`config.mk`:
```
export PLATFORM = sky130hd
export DESIGN_NAME = fabc_ctrl
export DESIGN_NICKNAME = d
export VERILOG_FILES = /design/src/fabc_sync.v /design/src/fabc_timer.v /design/src/fabc_ctrl.v
export VERILOG_INCLUDE_DIRS = /design/src
export SDC_FILE = /design/constraint.sdc
export NUM_CORES = 1
export LEC_CHECK = 0
export ABC_CLOCK_PERIOD_IN_PS = 2700
export BUFFER_PORTS_ARGS = -buffer_cell sky130_fd_sc_hd__buf_2
export CAP_MARGIN = 20
export CORE_ASPECT_RATIO = 1.5
export CORE_UTILIZATION = 47
export CTS_CLUSTER_DIAMETER = 200
export DETAILED_ROUTE_END_ITERATION = 16
export PLACE_DENSITY_LB_ADDON = 0.1
export SYNTH_ARGS = -nofsm -noshare
export SYNTH_HDL_FRONTEND = slang
export SYNTH_SLANG_ARGS = --single-unit
export TNS_END_PERCENT = 1
```
`constraint.sdc`:
```
create_clock -name clk_sys -period 2.7 [get_ports clk_sys]
set_input_delay 0.405 -clock clk_sys [delete_from_list [all_inputs] [get_ports clk_sys]]
set_output_delay 0.405 -clock clk_sys [all_outputs]
set_load 0.05 [all_outputs]
```
`src/fabc_defs.vh`:
```
// Constants for the flash bus controller: register offsets, fields, timing.
// Assumes a 100 MHz system clock; included by the controller and the bench.
`ifndef FABC_DEFS_VH
`define FABC_DEFS_VH
// Register byte offsets on the APB side
`define FABC_REG_CTRL 12'h000
`define FABC_REG_ADDR 12'h004
`define FABC_REG_WDATA 12'h008
`define FABC_REG_RDATA 12'h00C
`define FABC_REG_STAT 12'h010
`define FABC_REG_TIME 12'h014
// Control register fields
`define FABC_CTRL_GO 0
`define FABC_CTRL_WRITE 1
`define FABC_CTRL_WORD 2
`define FABC_CTRL_BOOST 3
`define FABC_CTRL_CLEAR 4
`define FABC_CTRL_PAGE 5
`define FABC_CTRL_RESET 32'h0000_0004
// Status register fields
`define FABC_STAT_BUSY 0
`define FABC_STAT_DONE 1
`define FABC_STAT_BOOST 2
// Timing in nanoseconds and clock period
`define FABC_CLK_NS 10
`define FABC_ACC_NS 90
`define FABC_PAGE_NS 25
`define FABC_CLEAR_NS 500
`define FABC_WR_PULSE_NS 35
// Cycle counts: least times round up
`define FABC_ACC_CYC ((`FABC_ACC_NS + `FABC_CLK_NS - 1) / `FABC_CLK_NS)
`define FABC_PAGE_CYC ((`FABC_PAGE_NS + `FABC_CLK_NS - 1) / `FABC_CLK_NS)
`define FABC_CLEAR_CYC ((`FABC_CLEAR_NS + `FABC_CLK_NS - 1) / `FABC_CLK_NS)
`define FABC_WR_CYC ((`FABC_WR_PULSE_NS + `FABC_CLK_NS - 1) / `FABC_CLK_NS)
// Write-buffer word limit per operation
`define FABC_WBUF_WORDS 16
`endif

```
`src/fabc_sync.v`:
```
// Two-stage synchroniser for one level arriving from a pin.
// Assumes clk_sys domain; first stage feeds only the second.
`timescale 1ns/1ps
module fabc_sync
(
  // Clock and reset
  input wire clk_sys,
  input wire reset_n,
  // Data
  input wire din,
  output reg dout
);
  reg meta; // First stage
  // Two flip-flops in series
  always @(posedge clk_sys or negedge reset_n)
  begin
    if (!reset_n)
    begin
      meta <= 1'b0;
      dout <= 1'b0;
    end
    else
    begin
      meta <= din;
      dout <= meta;
    end
  end
endmodule // fabc_sync

```
`src/fabc_timer.v`:
```
// Down-counter that pulses done when a loaded count expires.
// Assumes clk_sys domain; load has priority over counting.
`timescale 1ns/1ps
module fabc_timer
#(
  parameter W = 8
)
(
  // Clock and reset
  input wire clk_sys,
  input wire reset_n,
  // Control
  input wire load,
  input wire [W-1:0] count,
  // Status
  output reg done
);
  reg [W-1:0] cnt; // Remaining cycles
  reg run; // Counting
  // Count down and pulse at zero
  always @(posedge clk_sys or negedge reset_n)
  begin
    if (!reset_n)
    begin
      cnt <= {W{1'b0}};
      run <= 1'b0;
      done <= 1'b0;
    end
    else if (load)
    begin
      cnt <= count;
      run <= 1'b1;
      done <= 1'b0;
    end
    else if (run && cnt <= {{(W-1){1'b0}}, 1'b1})
    begin
      run <= 1'b0;
      done <= 1'b1;
    end
    else
    begin
      cnt <= run ? cnt - {{(W-1){1'b0}}, 1'b1} : cnt;
      done <= 1'b0;
    end
  end
endmodule // fabc_timer

```
`src/fabc_ctrl.v`:
```
// Host-side controller for an asynchronous parallel NOR flash bus.
// Assumes software on APB; flash pins are asynchronous to clk_sys.
// Software issues the command sequences; this block moves single bus cycles.
// Notes on behaviour
// - Read: address valid, select, enable low
// - Write: strobe and select low, enable high
// - Short mode programs in two cycles
// - Buffer load at most sixteen words
// - Boost voltage only while programming
// - Reissue program cut short by reset
//
// The address map and register access over APB were decided locally.
`timescale 1ns/1ps
`include "fabc_defs.vh"
module fabc_ctrl
#(
  parameter AW = 22
)
(
  // Clock and reset
  input wire clk_sys,
  input wire reset_n,
  // APB slave
  input wire psel,
  input wire penable,
  input wire pwrite,
  input wire [11:0] paddr,
  input wire [31:0] pwdata,
  output reg [31:0] prdata,
  output reg pready,
  output reg pslverr,
  // Flash control pins
  output reg chip_sel_n,
  output reg out_en_n,
  output reg wr_strobe_n,
  output reg clear_n,
  output reg width_word,
  output reg fast_program_pin,
  output reg [AW-1:0] flash_addr,
  // Flash data pins, split
  input wire [15:0] dq_in,
  output reg [15:0] dq_out,
  output reg [15:0] dq_oe
);
  localparam ST_IDLE = 5'b00001; // Bus parked
  localparam ST_RD = 5'b00010; // Read access wait
  localparam ST_WR = 5'b00100; // Write strobe low
  localparam ST_GAP = 5'b01000; // Recovery between cycles
  localparam ST_CLR = 5'b10000; // Device clear pulse
  // Timing counts in cycles; the timer is eight bits wide
  localparam integer ACC_I = `FABC_ACC_CYC; // Full access at reset
  localparam integer PAGE_I = `FABC_PAGE_CYC; // Access inside an open page
  localparam integer CLEAR_I = `FABC_CLEAR_CYC; // Device clear pulse
  localparam integer WR_I = `FABC_WR_CYC; // Write strobe low time
  localparam [7:0] SYNC_CYC = 8'h02; // Synchroniser stages on the data pins
  reg [4:0] state; // Bus sequencer state
  reg [31:0] ctrl; // Control register
  reg [AW-1:0] addr_reg; // Target address
  reg [15:0] wdata_reg; // Write data
  reg [15:0] rdata_reg; // Last read data
  reg done; // Sticky completion flag
  reg page_open; // Page open with select held
  reg [AW-4:0] page_tag; // Open page address bits
  reg [7:0] acc_cyc; // Programmable full access count
  reg [7:0] wbuf_cnt; // Words written in current buffer load
  wire [15:0] dq_sync; // Synchronised data pins
  reg tmr_load; // Timer start
  reg [7:0] tmr_count; // Timer value
  wire tmr_done; // Timer expiry
  wire apb_wr = psel && penable && pwrite && pready; // Write completes
  wire go_pulse = apb_wr && paddr == `FABC_REG_CTRL && pwdata[`FABC_CTRL_GO];
  // Word address on the pins; byte mode moves bit 0 onto DQ15
  wire [AW-1:0] word_addr = width_word ? addr_reg : {1'b0, addr_reg[AW-1:1]};
  // Page hit: same page while select is still held
  wire same_page = page_open && page_tag == word_addr[AW-1:3];
  // Data pins pass two flip-flops each
  genvar gi;
  generate
    for (gi = 0; gi < 16; gi = gi + 1)
    begin : g_sync
      fabc_sync u_sync
      (
        .clk_sys(clk_sys),
        .reset_n(reset_n),
        .din(dq_in[gi]),
        .dout(dq_sync[gi])
      );
    end
  endgenerate
  // Access timer shared by every phase
  fabc_timer #(.W(8)) u_timer
  (
    .clk_sys(clk_sys),
    .reset_n(reset_n),
    .load(tmr_load),
    .count(tmr_count),
    .done(tmr_done)
  );
  // APB answers with no wait state; unmapped reads give zero
  // Status is sampled in the setup cycle and returned in the access cycle
  always @(posedge clk_sys or negedge reset_n)
  begin
    if (!reset_n)
    begin
      prdata <= 32'h0000_0000;
      pready <= 1'b0;
      pslverr <= 1'b0;
    end
    else
    begin
      pready <= psel && !penable;
      pslverr <= 1'b0;
      if (psel && !penable && !pwrite)
      begin
        case (paddr)
          `FABC_REG_CTRL: prdata <= ctrl;
          `FABC_REG_ADDR: prdata <= {{(32-AW){1'b0}}, addr_reg};
          `FABC_REG_WDATA: prdata <= {16'h0000, wdata_reg};
          `FABC_REG_RDATA: prdata <= {16'h0000, rdata_reg};
          `FABC_REG_STAT: prdata <= {21'h0, wbuf_cnt, fast_program_pin, done,
            state != ST_IDLE};
          `FABC_REG_TIME: prdata <= {24'h000000, acc_cyc};
          default: prdata <= 32'h0000_0000;
        endcase
      end
    end
  end
  // Register writes and the bus sequencer
  always @(posedge clk_sys or negedge reset_n)
  begin
    if (!reset_n)
    begin
      ctrl <= `FABC_CTRL_RESET;
      addr_reg <= {AW{1'b0}};
      wdata_reg <= 16'h0000;
      rdata_reg <= 16'h0000;
      acc_cyc <= ACC_I[7:0];
      done <= 1'b0;
      state <= ST_IDLE;
      page_open <= 1'b0;
      page_tag <= {(AW-3){1'b0}};
      wbuf_cnt <= 8'h00;
      tmr_load <= 1'b0;
      tmr_count <= 8'h00;
      chip_sel_n <= 1'b1;
      out_en_n <= 1'b1;
      wr_strobe_n <= 1'b1;
      clear_n <= 1'b0;
      width_word <= 1'b1;
      fast_program_pin <= 1'b0;
      flash_addr <= {AW{1'b0}};
      dq_out <= 16'h0000;
      dq_oe <= 16'h0000;
    end
    else
    begin
      tmr_load <= 1'b0;
      // Software writes; busy blocks changes to target fields
      if (apb_wr && state == ST_IDLE)
      begin
        case (paddr)
          `FABC_REG_CTRL: ctrl <= {26'h0, pwdata[5:1], 1'b0};
          `FABC_REG_ADDR: addr_reg <= pwdata[AW-1:0];
          `FABC_REG_WDATA: wdata_reg <= pwdata[15:0];
          `FABC_REG_TIME: acc_cyc <= pwdata[7:0];
          default: ;
        endcase
      end
      // A start pulse from idle clears done
      if (go_pulse && state == ST_IDLE)
        done <= 1'b0;
      // Idle parks the bus; a read waits the access time plus the two
      // synchroniser stages; a write holds the strobe for the pulse time,
      // then a short gap keeps data past the strobe rise; clear holds the
      // device reset for its pulse width
      case (state)
        ST_IDLE:
        begin
          clear_n <= 1'b1; // Device leaves reset into array read
          // Width follows the register only with select released
          if (chip_sel_n)
            width_word <= ctrl[`FABC_CTRL_WORD];
          // Boost stays off outside a boosted write
          fast_program_pin <= 1'b0;
          if (go_pulse)
          begin
            if (pwdata[`FABC_CTRL_CLEAR])
            begin
              // Pulse clear; boost dropped, select released
              chip_sel_n <= 1'b1;
              page_open <= 1'b0;
              fast_program_pin <= 1'b0;
              clear_n <= 1'b0;
              tmr_count <= CLEAR_I[7:0];
              tmr_load <= 1'b1;
              wbuf_cnt <= 8'h00;
              state <= ST_CLR;
            end
            else if (pwdata[`FABC_CTRL_WRITE])
            begin
              // Strobe and select low, enable high
              // One cycle of a software sequence; short mode needs two
              flash_addr <= word_addr;
              chip_sel_n <= 1'b0;
              out_en_n <= 1'b1;
              wr_strobe_n <= 1'b0;
              dq_out <= width_word ? wdata_reg :
                {addr_reg[0], 7'h00, wdata_reg[7:0]}; // DQ15 carries byte addr
              dq_oe <= width_word ? 16'hFFFF : 16'h80FF;
              // Boost voltage only for this programming cycle
              fast_program_pin <= pwdata[`FABC_CTRL_BOOST];
              page_open <= 1'b0;
              // Count words of a buffer load up to its limit
              wbuf_cnt <= (wbuf_cnt == `FABC_WBUF_WORDS) ? 8'h01 : wbuf_cnt + 8'h01;
              tmr_count <= WR_I[7:0];
              tmr_load <= 1'b1;
              state <= ST_WR;
            end
            else
            begin
              // Read: select and enable low, strobe high
              flash_addr <= word_addr;
              chip_sel_n <= 1'b0;
              out_en_n <= 1'b0;
              wr_strobe_n <= 1'b1;
              dq_out <= width_word ? 16'h0000 : {addr_reg[0], 15'h0000};
              dq_oe <= width_word ? 16'h0000 : 16'h8000;
              // Open page with select held needs only page time
              tmr_count <= (pwdata[`FABC_CTRL_PAGE] && same_page) ?
                PAGE_I[7:0] + SYNC_CYC : acc_cyc + SYNC_CYC; // Plus sync delay
              tmr_load <= 1'b1;
              state <= ST_RD;
            end
          end
        end
        ST_RD:
        begin
          if (tmr_done)
          begin
            // Data pins have settled through both synchroniser stages
            // Byte mode and query codes use the low lane
            rdata_reg <= width_word ? dq_sync : {8'h00, dq_sync[7:0]};
            out_en_n <= 1'b1; // Device floats with enable high
            dq_oe <= 16'h0000;
            done <= 1'b1;
            page_tag <= word_addr[AW-1:3];
            // Keep select for page mode, else standby
            page_open <= ctrl[`FABC_CTRL_PAGE];
            chip_sel_n <= !ctrl[`FABC_CTRL_PAGE];
            state <= ST_IDLE;
          end
        end
        ST_WR:
        begin
          if (tmr_done)
          begin
            wr_strobe_n <= 1'b1;
            chip_sel_n <= 1'b1; // Device carries on alone
            // Data stays driven through the gap for hold time
            tmr_count <= 8'h02;
            tmr_load <= 1'b1;
            state <= ST_GAP;
          end
        end
        ST_GAP:
        begin
          if (tmr_done)
          begin
            dq_oe <= 16'h0000;
            fast_program_pin <= 1'b0; // Boost removed after the write
            done <= 1'b1;
            state <= ST_IDLE;
          end
        end
        ST_CLR:
        begin
          if (tmr_done)
          begin
            clear_n <= 1'b1; // Software should reissue aborted program
            done <= 1'b1;
            state <= ST_IDLE;
          end
        end
        default: state <= ST_IDLE;
      endcase
    end
  end
endmodule // fabc_ctrl

```
==> flow_summary_export.csv, run 1 <==
group,metric,value,unit
floorplan,die_w,119.7,um
setup_path,critPathKind,"reg -> reg",
sta,setup_viol,0,
placed_design,hpwl,17750,um
global_route,grtUsageMet1,30.77,%
cts,numCtsBuffers,23,
sta,setup_ws,0.2248,ns
synthesis,synth-main-ff-cell,"dfrtp_1",
layout,fin_area,11700,um^2
detailed_routing,first_iter_violations,496,
pwr,power_density,585.8,nW/um^2
synthesis,synthArstFlopShare,100.0,%
setup_path,cpPeakStageDelay,0.50,ns
cts,htree_num_levels,1,
synthesis,avgSynthCellArea,10.74,um^2
synthesis,yosysSeqAreaShare,57.03,%
detailed_routing,postRouteAntennaNets,0,
layout,nets,1132,
layout,layout_common_cells,"214 x dfrtp_1, 159 x nand2_1, 136 x buf_2, 98 x o21ai_0, 51 x mux2_2",
synthesis,synth-seq-cells,222,
global_route,grt_use_met2,41.93,%
synthesis,syn_area,9759,um^2
global_route,grt_usage,24.46,%
global_route,first_global_vias,7333,
global_route,grt-ovfl-total,0,
cts,cts.sinks,222,
sta,min_period,2.475,ns
layout,n_fill_cell,1835,
synthesis,synth_edf_count,0,
cts,cts_tree,"done",
setup_path,crit_start,"state[1]$_DFFE_PN0P_",
job,maxCapViolCount,0,
layout,mostFrequentLayoutCell,"dfrtp_1",
sta,tightestPinTransition,0.9451,ns
floorplan,initial_utilization,47.98,%
sta,setup_tns,0,ns
setup_path,path_cells,"or3_4, nor4b_4, buf_4, nand3_4, or3_2, buf_12, nand2_1, o21ai_0",
floorplan,die_h,178.5,um
detailed_routing,via_per_inst,5.436,
setup_path,path_buf_inv,2,
placed_design,dp_slack,0.2047,ns
floorplan,fp-row-count,64,
pwr,p_comb_share,6.9,%
layout,area_delta_synth_final,19.83,%
placed_design,portBuffers,137,
setup_path,startpoint_type,"flip-flop",
pwr,p_switching,1592,uW
sta,fin_skew,0.008179,ns
global_route,antenna_found_initial,0,
setup_path,endpoint_kind,"flip-flop",
worst_hold_path,hold_start,"dq_in[7]",
detailed_routing,drt_wl_total,25030,um
synthesis,synth_cell_types,65,
setup_path,critPathMaxFanout,28,
synthesis,synth_cells,909,
pwr,clockPowerShare,43.2,%
sta,rsz0062_at_grt,"no",
cts,path_clk_slew,0.06,ns
detailed_routing,wl_per_cell,18.70,um
layout,stdcell_count,1338,
cts,clockRootBuffer,"clkbuf_16",
sta,final_max_slew_viol_count,0,
pwr,totalPowerFinal,6851,uW
detailed_routing,drcViolationCount,0,
global_route,use_met3,3.389,%
detailed_routing,dr.pass1.iters,5,
setup_path,cp.required,3.07,ns
cts,worstSkewPairLatency,0.50,ns
global_route,grt_first_pass_wirelength,40000,um
cts,ctsLongestPathBuffers,3,
pwr,ir_drop,0.4518,mV
detailed_routing,vias,7274,
global_route,grt_max_degree,87,
floorplan,die_area,21360,um^2
pwr,intPower,5259,uW
outcome,outcome,"completed",
sta,maxSlewHeadroom,37.00,%
sta,fmax,404.0,MHz
cts,ctsResizeCount,0,
pwr,pwr-share-seq,49.9,%
layout,n_antenna_cell,0,
sta,hold_violations,0,
placed_design,postPlaceCellArea,10870,um^2
layout,drive_above_1_share,26.72,%
setup_path,cp_slowest_cell,"or3_2",
placed_design,place_inst,1288,
pwr,p_sw_share,23.24,%
global_route,grt_busiest_layer,"met2",
worst_hold_path,min_path_type,"in -> reg",
setup_path,worst-endpoint-arrival,2.85,ns
floorplan,io_pins,159,
synthesis,yosys_warnings,0,
placed_design,globalplace.congestion,0.8913,
floorplan,fp.coreArea,20340,um^2
setup_path,worst_path_dominant_cell_family,"simple AND/OR/NAND/NOR gates",
setup_path,r2r-start,"state[1]$_DFFE_PN0P_",
sta,final.period_utilization,91.67,%
pwr,cellLeakagePower,0.005655,uW
[stage by stage]
stage | hold slack (ns) | utilization [%]
3_5_place_dp | 0.3347 | 53.44
5_1_grt | 0.002251 | 57.50
6_report | 0.01564 | 57.50
2_1_floorplan | 0.1094 | -
4_1_cts | 0.001451 | 57.50
3_3_place_gp | 0.3320 | 53.44
[worst register-to-register path, stage by stage (launching register included)]
cell and delay (ns):
dfrtp_1 0.43, or3_4 0.43, nor4b_4 0.34, buf_4 0.20, nand3_4 0.08, or3_2 0.50
buf_12 0.19, nand2_1 0.09, o21ai_0 0.08
[Yosys cell counts, types with 6 or more instances]
master    count  area share (%)
xnor2_1      18             1.6
xor2_1       11            0.99
o31ai_1       6            0.46
mux2i_1      29             3.0
buf_4        24             1.8
nor4_1        6            0.38
a21o_1        7            0.54
a21oi_1      22             1.1
dfstp_2       8             2.2
and3_1       12            0.77
mux2_2       51             5.9
buf_2        10            0.51
a222oi_1     10             1.0
nand2_1     160             6.2
o21ai_0      98             5.0
nor3_1       12            0.62
a22oi_1       7            0.54
clkbuf_1     39             1.5
nor3b_1       6            0.46
nor2_1       26             1.0
inv_1        11            0.42
nand3_1      35             1.8
o21ai_1       7            0.36
dfrtp_1     214              55
[worst paths after layout]
kind / endpoint / slack (ns) / cells past startpoint
min: g_sync[7].u_sync.meta$_DFF_PN0_ / 0.02 / 1
max reg2reg: flash_addr[14]$_DFFE_PN0P_ / 0.22 / 8
max: flash_addr[14]$_DFFE_PN0P_ / 0.22 / 8
min reg2reg: g_sync[5].u_sync.dout$_DFF_PN0_ / 0.35 / 0
max in group asynchronous: ctrl[2]$_DFFE_PN1P_ / 1.45 / 3
min in group asynchronous: rdata_reg[6]$_DFFE_PN0P_ / 0.50 / 2
[area by class of cell]
cell class	count	area, um^2	share of cell area (%)
Multi-Input combinational cell	609	3787	32.38
Clock buffer	34	676.9	5.788
Sequential cell	222	5565	47.59
Inverter	11	41.29	0.3531
Tap cell	264	330.3	2.824
Clock inverter	3	17.52	0.1498
Timing Repair Buffer	195	1276	10.91
[logic make-up after synthesis]
family / after synthesis / synth area share (%)
other: 1 / 0.03842
AOI/OAI and AO/OA: 186 / 11.51
and+or+nand+nor: 298 / 14.73
adders and majority gates: 5 / 0.6410
DFF: 222 / 57.03
xor gates and xnor gates: 29 / 2.603
buffers and inverters: 88 / 4.590
muxes: 80 / 8.859
[power by group through the flow]
stage | Combinational (uW) | Sequential (uW) | Clock (uW)
finish | 473 | 3420 | 2960
global route | 520 | 3430 | 3160
CTS | 476 | 3420 | 3030
detailed placement | 461 | 3480 | 0
global placement | 460 | 3480 | 0
floorplan | 202 | 3510 | 0
[repair_timing]
item	CTS	global route
endpoints found under the hold margin	86	0
setup buffers	0	0
setup endpoints to repair	0	0
hold buffers	13	0
[routing by layer]
metal	wire length, um	vias up
met5	0	-
met4	998	0
met3	1164	49
met2	12480	202
met1	10380	3572
li1	-	3451
(Power assumes the default switching activity.)
==> run 2, diff against run 1 <==
CORE_UTILIZATION = 57   (was 47)
==> flow_summary_export.csv, run 2 (same netlist as run 1, synthesis figures left out) <==
group,metric,value,unit
cts,worstSkewPairLatency,0.50,ns
setup_path,critPathMaxFanout,61,
global_route,antenna_found_initial,0,
global_route,grt-ovfl-total,0,
cts,numCtsBuffers,21,
floorplan,die_h,162.3,um
layout,final_util,68.26,%
pwr,cellLeakagePower,0.005559,uW
placed_design,hpwl,17120,um
placed_design,place_inst,1227,
pwr,pwr-share-seq,49.9,%
global_route,first_global_vias,7173,
detailed_routing,first_iter_violations,477,
detailed_routing,drt_wl_total,23970,um
pwr,power_density,599.3,nW/um^2
global_route,grt_first_pass_wirelength,38100,um
sta,hold_violations,0,
sta,hold_slack,0.008075,ns
detailed_routing,drcViolationCount,0,
layout,layout_common_cells,"214 x dfrtp_1, 159 x nand2_1, 136 x buf_2, 98 x o21ai_0, 51 x mux2_2",
pwr,intPower,5268,uW
sta,tightestPinTransition,0.8973,ns
detailed_routing,wl_per_cell,18.90,um
layout,ff_latch_area,5565,um^2
floorplan,fp-row-count,58,
global_route,grt_usage,28.35,%
layout,stdcell_count,1268,
sta,final.period_utilization,93.30,%
cts,postCtsSetupRepairBufs,0,
pwr,p_comb_share,6.4,%
detailed_routing,dr.pass1.iters,5,
cts,cts_tree,"done",
floorplan,die_area,17660,um^2
layout,drive_above_1_share,26.56,%
detailed_routing,via_per_inst,5.729,
detailed_routing,postRouteAntennaNets,0,
layout,n_antenna_cell,0,
layout,nets,1115,
cts,clockRootBuffer,"clkbuf_16",
job,maxCapViolCount,0,
layout,n_fill_cell,1372,
floorplan,io_pins,159,
sta,min_period,2.519,ns
floorplan,fp.coreArea,16760,um^2
outcome,outcome,"completed",
cts,ctsLongestPathBuffers,3,
sta,maxSlewHeadroom,40.18,%
cts,path_clk_slew,0.07,ns
placed_design,portBuffers,137,
sta,fin_skew,0.01046,ns
global_route,grt_max_degree,62,
pwr,p_sw_share,23.18,%
layout,multi_input_area,3787,um^2
setup_path,critPathKind,"reg -> reg",
cts,htree_num_levels,1,
pwr,clockPowerShare,43.8,%
sta,setup_tns,0,ns
sta,fmax,397.0,MHz
floorplan,initial_utilization,58.22,%
sta,setup_viol,0,
setup_path,endpoint_kind,"flip-flop",
floorplan,die_w,108.8,um
sta,rsz0062_at_grt,"no",
detailed_routing,vias,7264,
pwr,p_switching,1590,uW
setup_path,worst-endpoint-arrival,2.88,ns
worst_hold_path,min_path_type,"in -> reg",
layout,mostFrequentLayoutCell,"dfrtp_1",
layout,area_delta_synth_final,17.26,%
pwr,ir_drop,0.5138,mV
sta,final_max_slew_viol_count,0,
setup_path,startpoint_type,"flip-flop",
cts,cts.sinks,222,
setup_path,cp.required,3.07,ns
placed_design,globalplace.congestion,0.8623,
[run 2: final cells by class]
class	count	share of cell area, %
clock inverters	11	1.246
multi-input cells	609	33.10
inverters	11	0.3608
clock buffers	25	4.811
repair buffers	180	9.556
flip-flops and latches	222	48.63
well taps	210	2.296
[run 2: repair_timing]
action / CTS / global route
resized for setup: 0 / 0
hold buffers: 5 / 0
endpoints found under the hold margin: 61 / 0
setup endpoints to repair: 0 / 0
[run 2: power by group through the flow]
stage                     logic (uW)  clock network [uW]  registers (uW)
after floorplan                  202                   0            3510
after global placement           428                   0            3480
after detailed placement         430                   0            3480
after CTS                        438                3060            3420
after global routing             475                3190            3420
final                            436                3000            3420
[run 2: final timing paths]
kind | startpoint | end | slack (ns) | cells past startpoint
worst max-delay path | state[1]$_DFFE_PN0P_ | flash_addr[12]$_DFFE_PN0P_ | 0.18 | 8
worst min-delay path | dq_in[11] | g_sync[11].u_sync.meta$_DFF_PN0_ | 0.008 | 1
worst max register to register | state[1]$_DFFE_PN0P_ | flash_addr[12]$_DFFE_PN0P_ | 0.18 | 8
worst min register to register | g_sync[4].u_sync.meta$_DFF_PN0_ | g_sync[4].u_sync.dout$_DFF_PN0_ | 0.35 | 0
max in group asynchronous | reset_n | prdata[1]$_DFFE_PN0P_ | 1.47 | 3
min in group asynchronous | reset_n | u_timer.cnt[5]$_DFFE_PN0P_ | 0.43 | 2
[run 2: layer usage]
| metal | vias to the layer above | GRT usage (%) | part of all wire (%) |
|---|---|---|---|
| met2 | 210 | 50.49 | 53 |
| met5 | - | 0 | 0 |
| met1 | 3589 | 34.55 | 38 |
| met4 | 0 | 11.30 | 3.9 |
| li1 | 3411 | - | - |
| met3 | 54 | 3.331 | 4.5 |
[run 2: stage by stage]
| stage | cell area (um^2) | setup slack [ns] | power (uW) |
|---|---|---|---|
| final | 11440 | 0.1808 | 6858 |
| after global placement | 10700 | 0.2601 | 3907 |
| after global routing | 11440 | 0.04733 | 7084 |
| after floorplan | 9797 | 0.1047 | 3712 |
| after CTS | 11440 | 0.2084 | 6920 |
| after detailed placement | 10700 | 0.2051 | 3912 |
[run 2: critical path, cell delays in order (launching register included)]
cell and delay (ns):
dfrtp_1 0.43, or3_4 0.42, nor4b_4 0.36, buf_4 0.21, nand3_4 0.07, or3_2 0.46, buf_12 0.20, nand2_1 0.10
o21ai_0 0.09
